**src/hdl/upper_timer_pkg.sv**
```systemverilog
// Behaviour
// [RULE_01] One control and two eight-bit compare registers.
// [RULE_02] Clock select picks prescaler tap, fs or pin.
// [RULE_03] Run bit zero stops and clears counter.
// [RULE_04] Mode select offers three 8-bit, four 16-bit modes.
// [RULE_05] Upper 16-bit modes count cascade overflow only.
// [RULE_06] Software sets lower mode to 011 for 16-bit.
// [RULE_07] Slow mode fc only for warm-up.
// [RULE_08] No control field changes while running or stopping.
// [RULE_09] Starting write may program all control fields.
// [RULE_10] No period change while running.
// [RULE_11] Pulse width changes while running only in PWM.
// [RULE_12] Timer match raises interrupt, clears, keeps counting.
// [RULE_13] Mode codes fixed as listed, 011 reserved.
// [RULE_14] Preset bit loads output flop at start.
package upper_timer_pkg;

    // =========================================================
    // Register map
    localparam logic [1:0] ADDR_CONTROL = 2'h0;
    localparam logic [1:0] ADDR_PERIOD = 2'h1;
    localparam logic [1:0] ADDR_PULSE_WIDTH = 2'h2;
    localparam logic [1:0] ADDR_IRQ_STATUS = 2'h3;
    localparam logic [2:0] ADDR_IRQ_MASK = 3'h4;
    localparam logic [2:0] ADDR_MISC = 3'h5;

    // =========================================================
    // Control fields and reset values
    localparam int CTRL_FF_POS = 7;
    localparam int CTRL_CLK_POS = 4;
    localparam int CTRL_RUN_POS = 3;
    localparam int CTRL_MODE_POS = 0;
    localparam logic [7:0] CONTROL_RESET = 8'h00;
    localparam logic [7:0] PERIOD_RESET = 8'hff;
    localparam logic [7:0] PULSE_RESET = 8'hff;
    localparam logic [1:0] IRQ_RESET = 2'h0;
    localparam int IRQ_MATCH_BIT = 0;
    localparam int IRQ_OVF_BIT = 1;

    // =========================================================
    // Prescaler taps, as powers of two of fc; FS_TAP_3 as a power of two of fs
    localparam int TAP_11 = 11;
    localparam int TAP_7 = 7;
    localparam int TAP_5 = 5;
    localparam int TAP_3 = 3;
    localparam int TAP_1 = 1;
    localparam int FS_TAP_3 = 3;
    localparam int PRESCALE_WIDTH = 11;

    typedef enum logic [2:0] {
        MODE_TIMER8 = 3'h0,
        MODE_DIVIDER8 = 3'h1,
        MODE_PWM8 = 3'h2,
        MODE_RESERVED = 3'h3,
        MODE_TIMER16 = 3'h4,
        MODE_WARMUP = 3'h5,
        MODE_PWM16 = 3'h6,
        MODE_PPG16 = 3'h7
    } mode_t;

    typedef struct packed {
        logic ff_preset;
        logic [2:0] clk_sel;
        logic run;
        logic [2:0] mode;
    } control_t;

    typedef struct packed {
        logic [2:0] addr;
        logic [7:0] wdata;
        logic wr;
        logic rd;
    } bus_req_t;

endpackage

```
**src/hdl/upper_timer.sv**
```systemverilog
// Chosen here: the register addresses and the strobed register port.
`timescale 1ns/100ps
module upper_timer (
    input wire logic sys_clk,
    input wire logic sys_rst,
    input wire logic [2:0] reg_addr,
    input wire logic [7:0] reg_wdata,
    input wire logic reg_wr,
    input wire logic reg_rd,
    output logic [7:0] reg_rdata,
    input wire logic fs_tick,
    input wire logic counter_pin,
    input wire logic cascade_overflow,
    input wire logic divider_tap_select,
    input wire logic slow_mode,
    output logic timer_match_interrupt,
    output logic irq,
    output logic timer_out,
    output logic upper_overflow
);
    upper_timer_pkg::bus_req_t req;
    upper_timer_pkg::control_t ctrl_q;
    logic [7:0] period_q;
    logic [7:0] pulse_q;
    logic [7:0] count_q;
    logic [1:0] status_q;
    logic [1:0] mask_q;
    logic [upper_timer_pkg::PRESCALE_WIDTH-1:0] fc_taps;
    logic fs8_tick;
    logic pin_rise;
    logic tick;
    logic match;
    logic pwm_hit;
    logic wrap;
    logic start;
    logic running;
    logic [1:0] events;
    logic [1:0] clr;
    logic [7:0] ctrl_w;

    assign req = '{addr: reg_addr, wdata: reg_wdata, wr: reg_wr, rd: reg_rd};
    assign running = ctrl_q.run;

    upper_timer_prescaler #(
        .WIDTH(upper_timer_pkg::PRESCALE_WIDTH)
    ) u_prescaler (
        .sys_clk(sys_clk),
        .sys_rst(sys_rst),
        .fs_tick(fs_tick),
        .fc_taps(fc_taps),
        .fs8_tick(fs8_tick)
    );

    upper_timer_pin_sync u_pin (
        .sys_clk(sys_clk),
        .sys_rst(sys_rst),
        .pin(counter_pin),
        .rise(pin_rise)
    );

    // =========================================================
    // Count source selection.
    always_comb
    begin
        tick = 1'b0;
        if (ctrl_q.mode[2])
            tick = cascade_overflow; // RULE_05
        else
        begin
            unique case (ctrl_q.clk_sel) // RULE_02
                3'h0: tick = (divider_tap_select || slow_mode) ? fs8_tick
                                                               : fc_taps[upper_timer_pkg::TAP_11-1];
                3'h1: tick = !slow_mode && fc_taps[upper_timer_pkg::TAP_7-1];
                3'h2: tick = !slow_mode && fc_taps[upper_timer_pkg::TAP_5-1];
                3'h3: tick = !slow_mode && fc_taps[upper_timer_pkg::TAP_3-1];
                3'h4: tick = fs_tick;
                3'h5: tick = !slow_mode && fc_taps[upper_timer_pkg::TAP_1-1];
                3'h6: tick = !slow_mode;
                3'h7: tick = pin_rise;
            endcase
        end
    end

    // =========================================================
    // Register writes.
    // A write with the run bit going 0 to 1 takes every field at once.
    assign ctrl_w = req.wdata;
    assign start = req.wr && req.addr == {1'b0, upper_timer_pkg::ADDR_CONTROL}
                   && ctrl_w[upper_timer_pkg::CTRL_RUN_POS] && !running;

    always_ff @(posedge sys_clk)
    begin
        if (sys_rst)
            ctrl_q <= upper_timer_pkg::CONTROL_RESET;
        else if (req.wr && req.addr == {1'b0, upper_timer_pkg::ADDR_CONTROL}) // RULE_01
            ctrl_q <= ctrl_w; // RULE_09
    end

    always_ff @(posedge sys_clk)
    begin
        if (sys_rst)
        begin
            period_q <= upper_timer_pkg::PERIOD_RESET;
            pulse_q <= upper_timer_pkg::PULSE_RESET;
        end
        else if (req.wr)
        begin
            if (req.addr == {1'b0, upper_timer_pkg::ADDR_PERIOD})
                period_q <= req.wdata; // RULE_01
            if (req.addr == {1'b0, upper_timer_pkg::ADDR_PULSE_WIDTH})
                pulse_q <= req.wdata; // RULE_01
        end
    end

    // =========================================================
    // Up-counter.
    assign match = running && tick && (count_q == period_q - 8'h01 || period_q == 8'h00);
    assign wrap = running && tick && (count_q == 8'hff);
    assign pwm_hit = running && tick && (count_q == pulse_q - 8'h01);

    always_ff @(posedge sys_clk)
    begin
        if (sys_rst || !running)
            count_q <= 8'h00; // RULE_03
        else if (tick)
        begin
            unique case (ctrl_q.mode) // RULE_04 RULE_13
                upper_timer_pkg::MODE_PWM8,
                upper_timer_pkg::MODE_PWM16:
                    count_q <= count_q + 8'h01;
                upper_timer_pkg::MODE_RESERVED:
                    count_q <= count_q;
                default:
                    count_q <= match ? 8'h00 : count_q + 8'h01; // RULE_12
            endcase
        end
    end

    // =========================================================
    // Output flop: preset at start, toggled per mode afterwards.
    always_ff @(posedge sys_clk)
    begin
        if (sys_rst)
            timer_out <= 1'b0;
        else if (start)
            timer_out <= ctrl_w[upper_timer_pkg::CTRL_FF_POS]; // RULE_14
        else if (running)
        begin
            unique case (ctrl_q.mode)
                upper_timer_pkg::MODE_DIVIDER8:
                    if (match)
                        timer_out <= !timer_out;
                upper_timer_pkg::MODE_PWM8,
                upper_timer_pkg::MODE_PWM16:
                    if (pwm_hit || wrap)
                        timer_out <= !timer_out;
                upper_timer_pkg::MODE_PPG16:
                    if (pwm_hit || match)
                        timer_out <= !timer_out;
                default:
                    timer_out <= timer_out;
            endcase
        end
    end

    // =========================================================
    // Events and interrupts; a set in the clearing cycle wins.
    always_comb
    begin
        events = 2'h0;
        if (ctrl_q.mode == upper_timer_pkg::MODE_PWM8 || ctrl_q.mode == upper_timer_pkg::MODE_PWM16)
            events[upper_timer_pkg::IRQ_MATCH_BIT] = wrap;
        else if (ctrl_q.mode != upper_timer_pkg::MODE_RESERVED)
            events[upper_timer_pkg::IRQ_MATCH_BIT] = match; // RULE_12
        events[upper_timer_pkg::IRQ_OVF_BIT] = wrap;
    end

    assign clr = (req.wr && req.addr == {1'b0, upper_timer_pkg::ADDR_IRQ_STATUS})
                 ? req.wdata[1:0] : 2'h0;

    always_ff @(posedge sys_clk)
    begin
        if (sys_rst)
            status_q <= upper_timer_pkg::IRQ_RESET;
        else
            status_q <= (status_q & ~clr) | events;
    end

    always_ff @(posedge sys_clk)
    begin
        if (sys_rst)
            mask_q <= upper_timer_pkg::IRQ_RESET;
        else if (req.wr && req.addr == upper_timer_pkg::ADDR_IRQ_MASK)
            mask_q <= req.wdata[1:0];
    end

    always_ff @(posedge sys_clk)
    begin
        if (sys_rst)
        begin
            irq <= 1'b0;
            timer_match_interrupt <= 1'b0;
            upper_overflow <= 1'b0;
        end
        else
        begin
            irq <= |(((status_q & ~clr) | events) & mask_q);
            timer_match_interrupt <= events[upper_timer_pkg::IRQ_MATCH_BIT];
            upper_overflow <= wrap;
        end
    end

    // =========================================================
    // Read data, one cycle after the strobe; unmapped reads give zero.
    always_ff @(posedge sys_clk)
    begin
        if (sys_rst)
            reg_rdata <= 8'h00;
        else if (req.rd)
        begin
            unique case (req.addr)
                {1'b0, upper_timer_pkg::ADDR_CONTROL}: reg_rdata <= ctrl_q;
                {1'b0, upper_timer_pkg::ADDR_PERIOD}: reg_rdata <= period_q;
                {1'b0, upper_timer_pkg::ADDR_PULSE_WIDTH}: reg_rdata <= pulse_q;
                {1'b0, upper_timer_pkg::ADDR_IRQ_STATUS}: reg_rdata <= {6'h00, status_q};
                upper_timer_pkg::ADDR_IRQ_MASK: reg_rdata <= {6'h00, mask_q};
                upper_timer_pkg::ADDR_MISC: reg_rdata <= count_q;
                default: reg_rdata <= 8'h00;
            endcase
        end
        else
            reg_rdata <= 8'h00;
    end
endmodule

```
**src/hdl/upper_timer_pin_sync.sv**
```systemverilog
`timescale 1ns/100ps
module upper_timer_pin_sync (
    input wire logic sys_clk,
    input wire logic sys_rst,
    input wire logic pin,
    output logic rise
);
    logic s1_q;
    logic s2_q;
    logic s3_q;
    logic level_q;

    // =========================================================
    // Three stages; the level moves only when stages two and three agree.
    always_ff @(posedge sys_clk)
    begin
        if (sys_rst)
        begin
            s1_q <= 1'b0;
            s2_q <= 1'b0;
            s3_q <= 1'b0;
            level_q <= 1'b0;
        end
        else
        begin
            s1_q <= pin;
            s2_q <= s1_q;
            s3_q <= s2_q;
            if (s2_q == s3_q)
                level_q <= s3_q;
        end
    end

    assign rise = (s2_q == s3_q) && s3_q && !level_q;
endmodule

```
**src/hdl/upper_timer_prescaler.sv**
```systemverilog
`timescale 1ns/100ps
module upper_timer_prescaler #(
    parameter int WIDTH = upper_timer_pkg::PRESCALE_WIDTH
) (
    input wire logic sys_clk,
    input wire logic sys_rst,
    input wire logic fs_tick,
    output logic [WIDTH-1:0] fc_taps,
    output logic fs8_tick
);
    logic [WIDTH-1:0] cnt_q;
    logic [2:0] fs_cnt_q;

    if (WIDTH < upper_timer_pkg::TAP_11)
    begin : g_width_check
        $error("prescaler too narrow");
    end

    // =========================================================
    // Free-running fc divider; tap bit k pulses once every 2^(k+1) cycles.
    always_ff @(posedge sys_clk)
    begin
        if (sys_rst)
            cnt_q <= '0;
        else
            cnt_q <= cnt_q + 1'b1;
    end

    genvar k;
    generate
        for (k = 0; k < WIDTH; k++)
        begin : g_tap
            assign fc_taps[k] = &cnt_q[k:0];
        end
    endgenerate

    // =========================================================
    // fs divided by eight.
    always_ff @(posedge sys_clk)
    begin
        if (sys_rst)
            fs_cnt_q <= 3'h0;
        else if (fs_tick)
            fs_cnt_q <= fs_cnt_q + 3'h1;
    end

    assign fs8_tick = fs_tick && (&fs_cnt_q);
endmodule

```
**config.mk**
```make
export PLATFORM = sky130hd
export DESIGN_NAME = upper_timer
export DESIGN_NICKNAME = d
export VERILOG_FILES = /design/src/hdl/upper_timer_pkg.sv /design/src/hdl/upper_timer.sv /design/src/hdl/upper_timer_pin_sync.sv /design/src/hdl/upper_timer_prescaler.sv
export SDC_FILE = /design/constraint.sdc
export NUM_CORES = 1
export LEC_CHECK = 0
export BUFFER_PORTS_ARGS = -buffer_cell sky130_fd_sc_hd__buf_2
export CAP_MARGIN = 20
export CORE_UTILIZATION = 59
export DETAILED_ROUTE_END_ITERATION = 10
export PLACE_DENSITY_LB_ADDON = 0.2
export SLEW_MARGIN = 0
export SYNTH_ARGS = -nofsm -noshare
export SYNTH_HDL_FRONTEND = slang
export SYNTH_SLANG_ARGS = --single-unit
export TNS_END_PERCENT = 20
```
**constraint.sdc**
```tcl
create_clock -name sys_clk -period 2.8 [get_ports sys_clk]
set_input_delay 0.42 -clock sys_clk [delete_from_list [all_inputs] [get_ports sys_clk]]
set_output_delay 0.42 -clock sys_clk [all_outputs]
set_load 0.05 [all_outputs]
```
==> reports/summary.log <==
INFO  floorplanning  die_h=78.7um
INFO  logic_synthesis post_synth.cell_area_avg=8.30um2
INFO  floorplanning  coreArea=5570um2
INFO  final_layout   final_cell_mix=sky130_fd_sc_hd__dfxtp_1 (66), sky130_fd_sc_hd__nand2_1 (60), sky130_fd_sc_hd__nor2_1 (49)
INFO  place          place.detailed.hpwl=6010um
INFO  final_layout   multi_input_logic_area=2020um2
INFO  drt            via_count=3089
INFO  timing         post-route-period-util=91.0%
INFO  run            max_cap_violations=0
INFO  floorplanning  fp-row-count=27
INFO  worst_setup_path timing.critical_path.from_type=flip-flop
INFO  final_layout   filler_cell_count=475
INFO  logic_synthesis ys_async_sr_fraction=0%
INFO  worst_setup_path criticalPathCategory=reg2reg
INFO  clocking       cts_num_sinks=66
INFO  drt            detail_route.iter0.violations=251
INFO  final_layout   commonest_non_fill_non_tap_cell_in_the_layout=sky130_fd_sc_hd__dfxtp_1
INFO  timing         setup_total_negative_slack=0ns
INFO  timing         unrepaired_setup_endpoints_after_global_routing=no
INFO  logic_synthesis ys_ff_latch=66
INFO  global_routing global_route_wire_length_before_repair=13300um
INFO  clocking       post_cts_resized=0
INFO  final_layout   seqCellArea=1320um2
INFO  floorplanning  die_w=78.7um
INFO  power          combPwrFrac=9.4%
INFO  power          seq_power_share=52.9%
INFO  global_routing initial_antenna_violation_count=0
INFO  power          leakage=1.52nW
INFO  drt            drt.antenna.violating_nets=0
INFO  clocking       cts_setup_buffers=0
INFO  timing         finClkSkew=0.0130ns
INFO  timing         holdWs=0.286ns
INFO  timing         slew_at_the_pin_closest_to_its_max_slew_limit=0.570ns
INFO  place          placement.io_buffers=31
INFO  clocking       cts_hold_repair_buffers=0
INFO  floorplanning  floorplan.initialDensity=62.2%
INFO  drt            viasPerCell=5.95
INFO  logic_synthesis ys_dominant_reg_cell=sky130_fd_sc_hd__dfxtp_1
INFO  logic_synthesis yosysSeqAreaShare=38.1%
INFO  clocking       cts.reportedPaths.clkPinSlew=0.08ns
INFO  logic_synthesis synth-edff-count=0
INFO  clocking       tritoncts=built
INFO  global_routing grt_pass1_vias=2824
INFO  timing         finalSetupViolCount=0
INFO  floorplanning  die_outline_area=6190um2
INFO  power          clock_power_share=37.7%
INFO  final_layout   post_route_cells_drive_above_1_share=14.8%
INFO  global_routing grt-ovfl-total=0
INFO  power          internal-power=1.37mW
INFO  clocking       clk_latency=0.35ns
INFO  drt            drc=0
INFO  logic_synthesis syn_area=3470um2
INFO  worst_setup_path worstPathMaxFanout=6
INFO  power          switching_share=26.4%
INFO  place          dp_cells=503
INFO  clocking       numCtsBuffers=9
INFO  logic_synthesis synth_warnings=0
INFO  timing         fmax=0.393GHz
INFO  drt            drt-total-wl=8140um
INFO  timing         finalHoldViolations=0
INFO  place          place.gp.congestion=0.899
INFO  drt            firstDrtPassIters=5
INFO  final_layout   syn_to_final_growth=10.4%
INFO  final_layout   n_antenna_cell=0
INFO  global_routing groute.usage.overall=28.2%
INFO  floorplanning  ioPinCount=32
INFO  worst_setup_path critPathArrivalTime=2.85ns
INFO  clocking       ctsHtreeMaxLevel=3
INFO  min_path       min_path_type=in2reg
INFO  clocking       cts-root-to-sink-buffers=2
INFO  logic_synthesis number_of_instances_in_the_synthesized_netlist=418
INFO  clocking       root_buffer=sky130_fd_sc_hd__clkbuf_8
INFO  power          vdd.ir_drop.worst=0.000466V
INFO  final_layout   final_net_count=472
INFO  logic_synthesis distinct_cell_type_count_after_synthesis=59
INFO  timing         timing.final.crit_period=2.55ns
INFO  logic_synthesis synth_nets=448
INFO  timing         finalMaxSlewViolations=0
INFO  final_layout   final_cell_count_no_fill=519
INFO  power          net-switching-power=0.490mW
INFO  global_routing grt_max_degree=36
INFO  worst_setup_path timing.critical_path.required=3.10ns
INFO  timing         timing.slew.headroom=61.8%
INFO  outcome        run_status=finished clean
INFO  power          power_per_cell_area=485nW/um2
INFO  worst_setup_path timing.critical_path.to_type=flip-flop
INFO  drt            routedWlPerCell=15.7um
per-stage QoR:
stage          util (%)  area (um2)  power [mW]  setup WS, ns
2_1_floorplan         -        3470        1.12         0.371
3_3_place_gp       65.6        3660        1.17         0.313
3_5_place_dp       65.6        3660        1.18         0.251
4_1_cts            68.7        3830        1.86         0.237
5_1_grt            68.7        3830        1.94        0.0308
6_report           68.7        3830        1.86         0.253
final timing paths:
path | start | end | slack, ns | depth (start not counted)
min reg2reg | u_prescaler.cnt_q[0]$_SDFF_PP0_ | u_prescaler.cnt_q[0]$_SDFF_PP0_ | 0.46 | 1
min | counter_pin | u_pin.s1_q$_SDFF_PP0_ | 0.29 | 2
max | period_q[0]$_SDFFE_PP1P_ | irq$_SDFF_PP0_ | 0.25 | 10
max reg2reg | period_q[0]$_SDFFE_PP1P_ | irq$_SDFF_PP0_ | 0.25 | 10
cell type report:
| cell class | count | area share (%) |
|---|---|---|
| clock inverter | 5 | 0.784 |
| clock buffer | 11 | 3.69 |
| timing repair buffer | 37 | 5.23 |
| tap | 72 | 2.35 |
| sequential | 66 | 34.5 |
| multi-input combinational | 322 | 52.8 |
| inverter | 6 | 0.588 |
Yosys cell counts (4+ instances only):
cell type	n	area share [%]
sky130_fd_sc_hd__dfxtp_1	66	38
sky130_fd_sc_hd__nand2_1	60	6.5
sky130_fd_sc_hd__nor2_1	49	5.3
sky130_fd_sc_hd__a21oi_1	21	3.0
sky130_fd_sc_hd__clkbuf_1	18	1.9
sky130_fd_sc_hd__mux2i_1	18	5.2
sky130_fd_sc_hd__xnor2_1	18	4.5
sky130_fd_sc_hd__nand3_1	14	2.0
sky130_fd_sc_hd__xor2_1	13	3.3
sky130_fd_sc_hd__nor2b_1	11	2.0
sky130_fd_sc_hd__a31oi_1	10	1.8
sky130_fd_sc_hd__ha_1	10	3.6
sky130_fd_sc_hd__nand4_1	8	1.4
sky130_fd_sc_hd__o211ai_1	8	1.7
sky130_fd_sc_hd__o21ai_0	8	1.2
sky130_fd_sc_hd__nor3_1	7	1.0
sky130_fd_sc_hd__and2_1	6	1.1
sky130_fd_sc_hd__and3_1	5	0.90
sky130_fd_sc_hd__inv_1	5	0.54
sky130_fd_sc_hd__or3_1	5	0.90
sky130_fd_sc_hd__nand2b_1	4	0.72
state kept, by name (all words and copies together), names as in the netlist:
name	count
u_prescaler.cnt_q	11
count_q	8
period_q	8
pulse_q	8
reg_rdata	8
ctrl_q	7
u_prescaler.fs_cnt_q	3
mask_q	2
status_q	2
irq	1
running	1
timer_match_interrupt	1
timer_out	1
u_pin.level_q	1
u_pin.s1_q	1
u_pin.s2_q	1
u_pin.s3_q	1
upper_overflow	1
layer usage:
layer | up-vias | track usage, % | wire, um
li1 | 1505 | - | -
met3 | 17 | 6.74 | 493
met4 | 0 | 10.9 | 169
met5 | - | 0 | 0
met1 | 1448 | 36.8 | 3720
met2 | 119 | 44.8 | 3750
critical path, stage by stage (launching register included):
cell and delay [ns]:
sky130_fd_sc_hd__dfxtp_1 0.46, sky130_fd_sc_hd__inv_1 0.12, sky130_fd_sc_hd__ha_1 0.27, sky130_fd_sc_hd__xor2_1 0.20, sky130_fd_sc_hd__xnor2_1 0.15, sky130_fd_sc_hd__a32o_1 0.15, sky130_fd_sc_hd__nand4_1 0.12, sky130_fd_sc_hd__o21ai_0 0.41
sky130_fd_sc_hd__a31oi_1 0.20, sky130_fd_sc_hd__o31ai_2 0.25, sky130_fd_sc_hd__a22o_1 0.16
kinds of logic after synthesis:
kind of cell,share of synthesized area [%]
flops,38.1
simple gates,27.6
mux,5.84
buf+inv,3.57
xor+xnor,7.83
compound gates,13.5
fa+ha+maj,3.61
power groups by stage:
| stage | registers, mW | logic (mW) | clock network [mW] |
|---|---|---|---|
| after floorplan | 1.01 | 0.114 | 0 |
| after global placement | 1.00 | 0.168 | 0 |
| after detailed placement | 1.00 | 0.173 | 0 |
| after CTS | 0.982 | 0.174 | 0.706 |
| after global routing | 0.986 | 0.194 | 0.758 |
| final | 0.983 | 0.175 | 0.700 |
No activity file was read; power rests on OpenSTA's default activity.
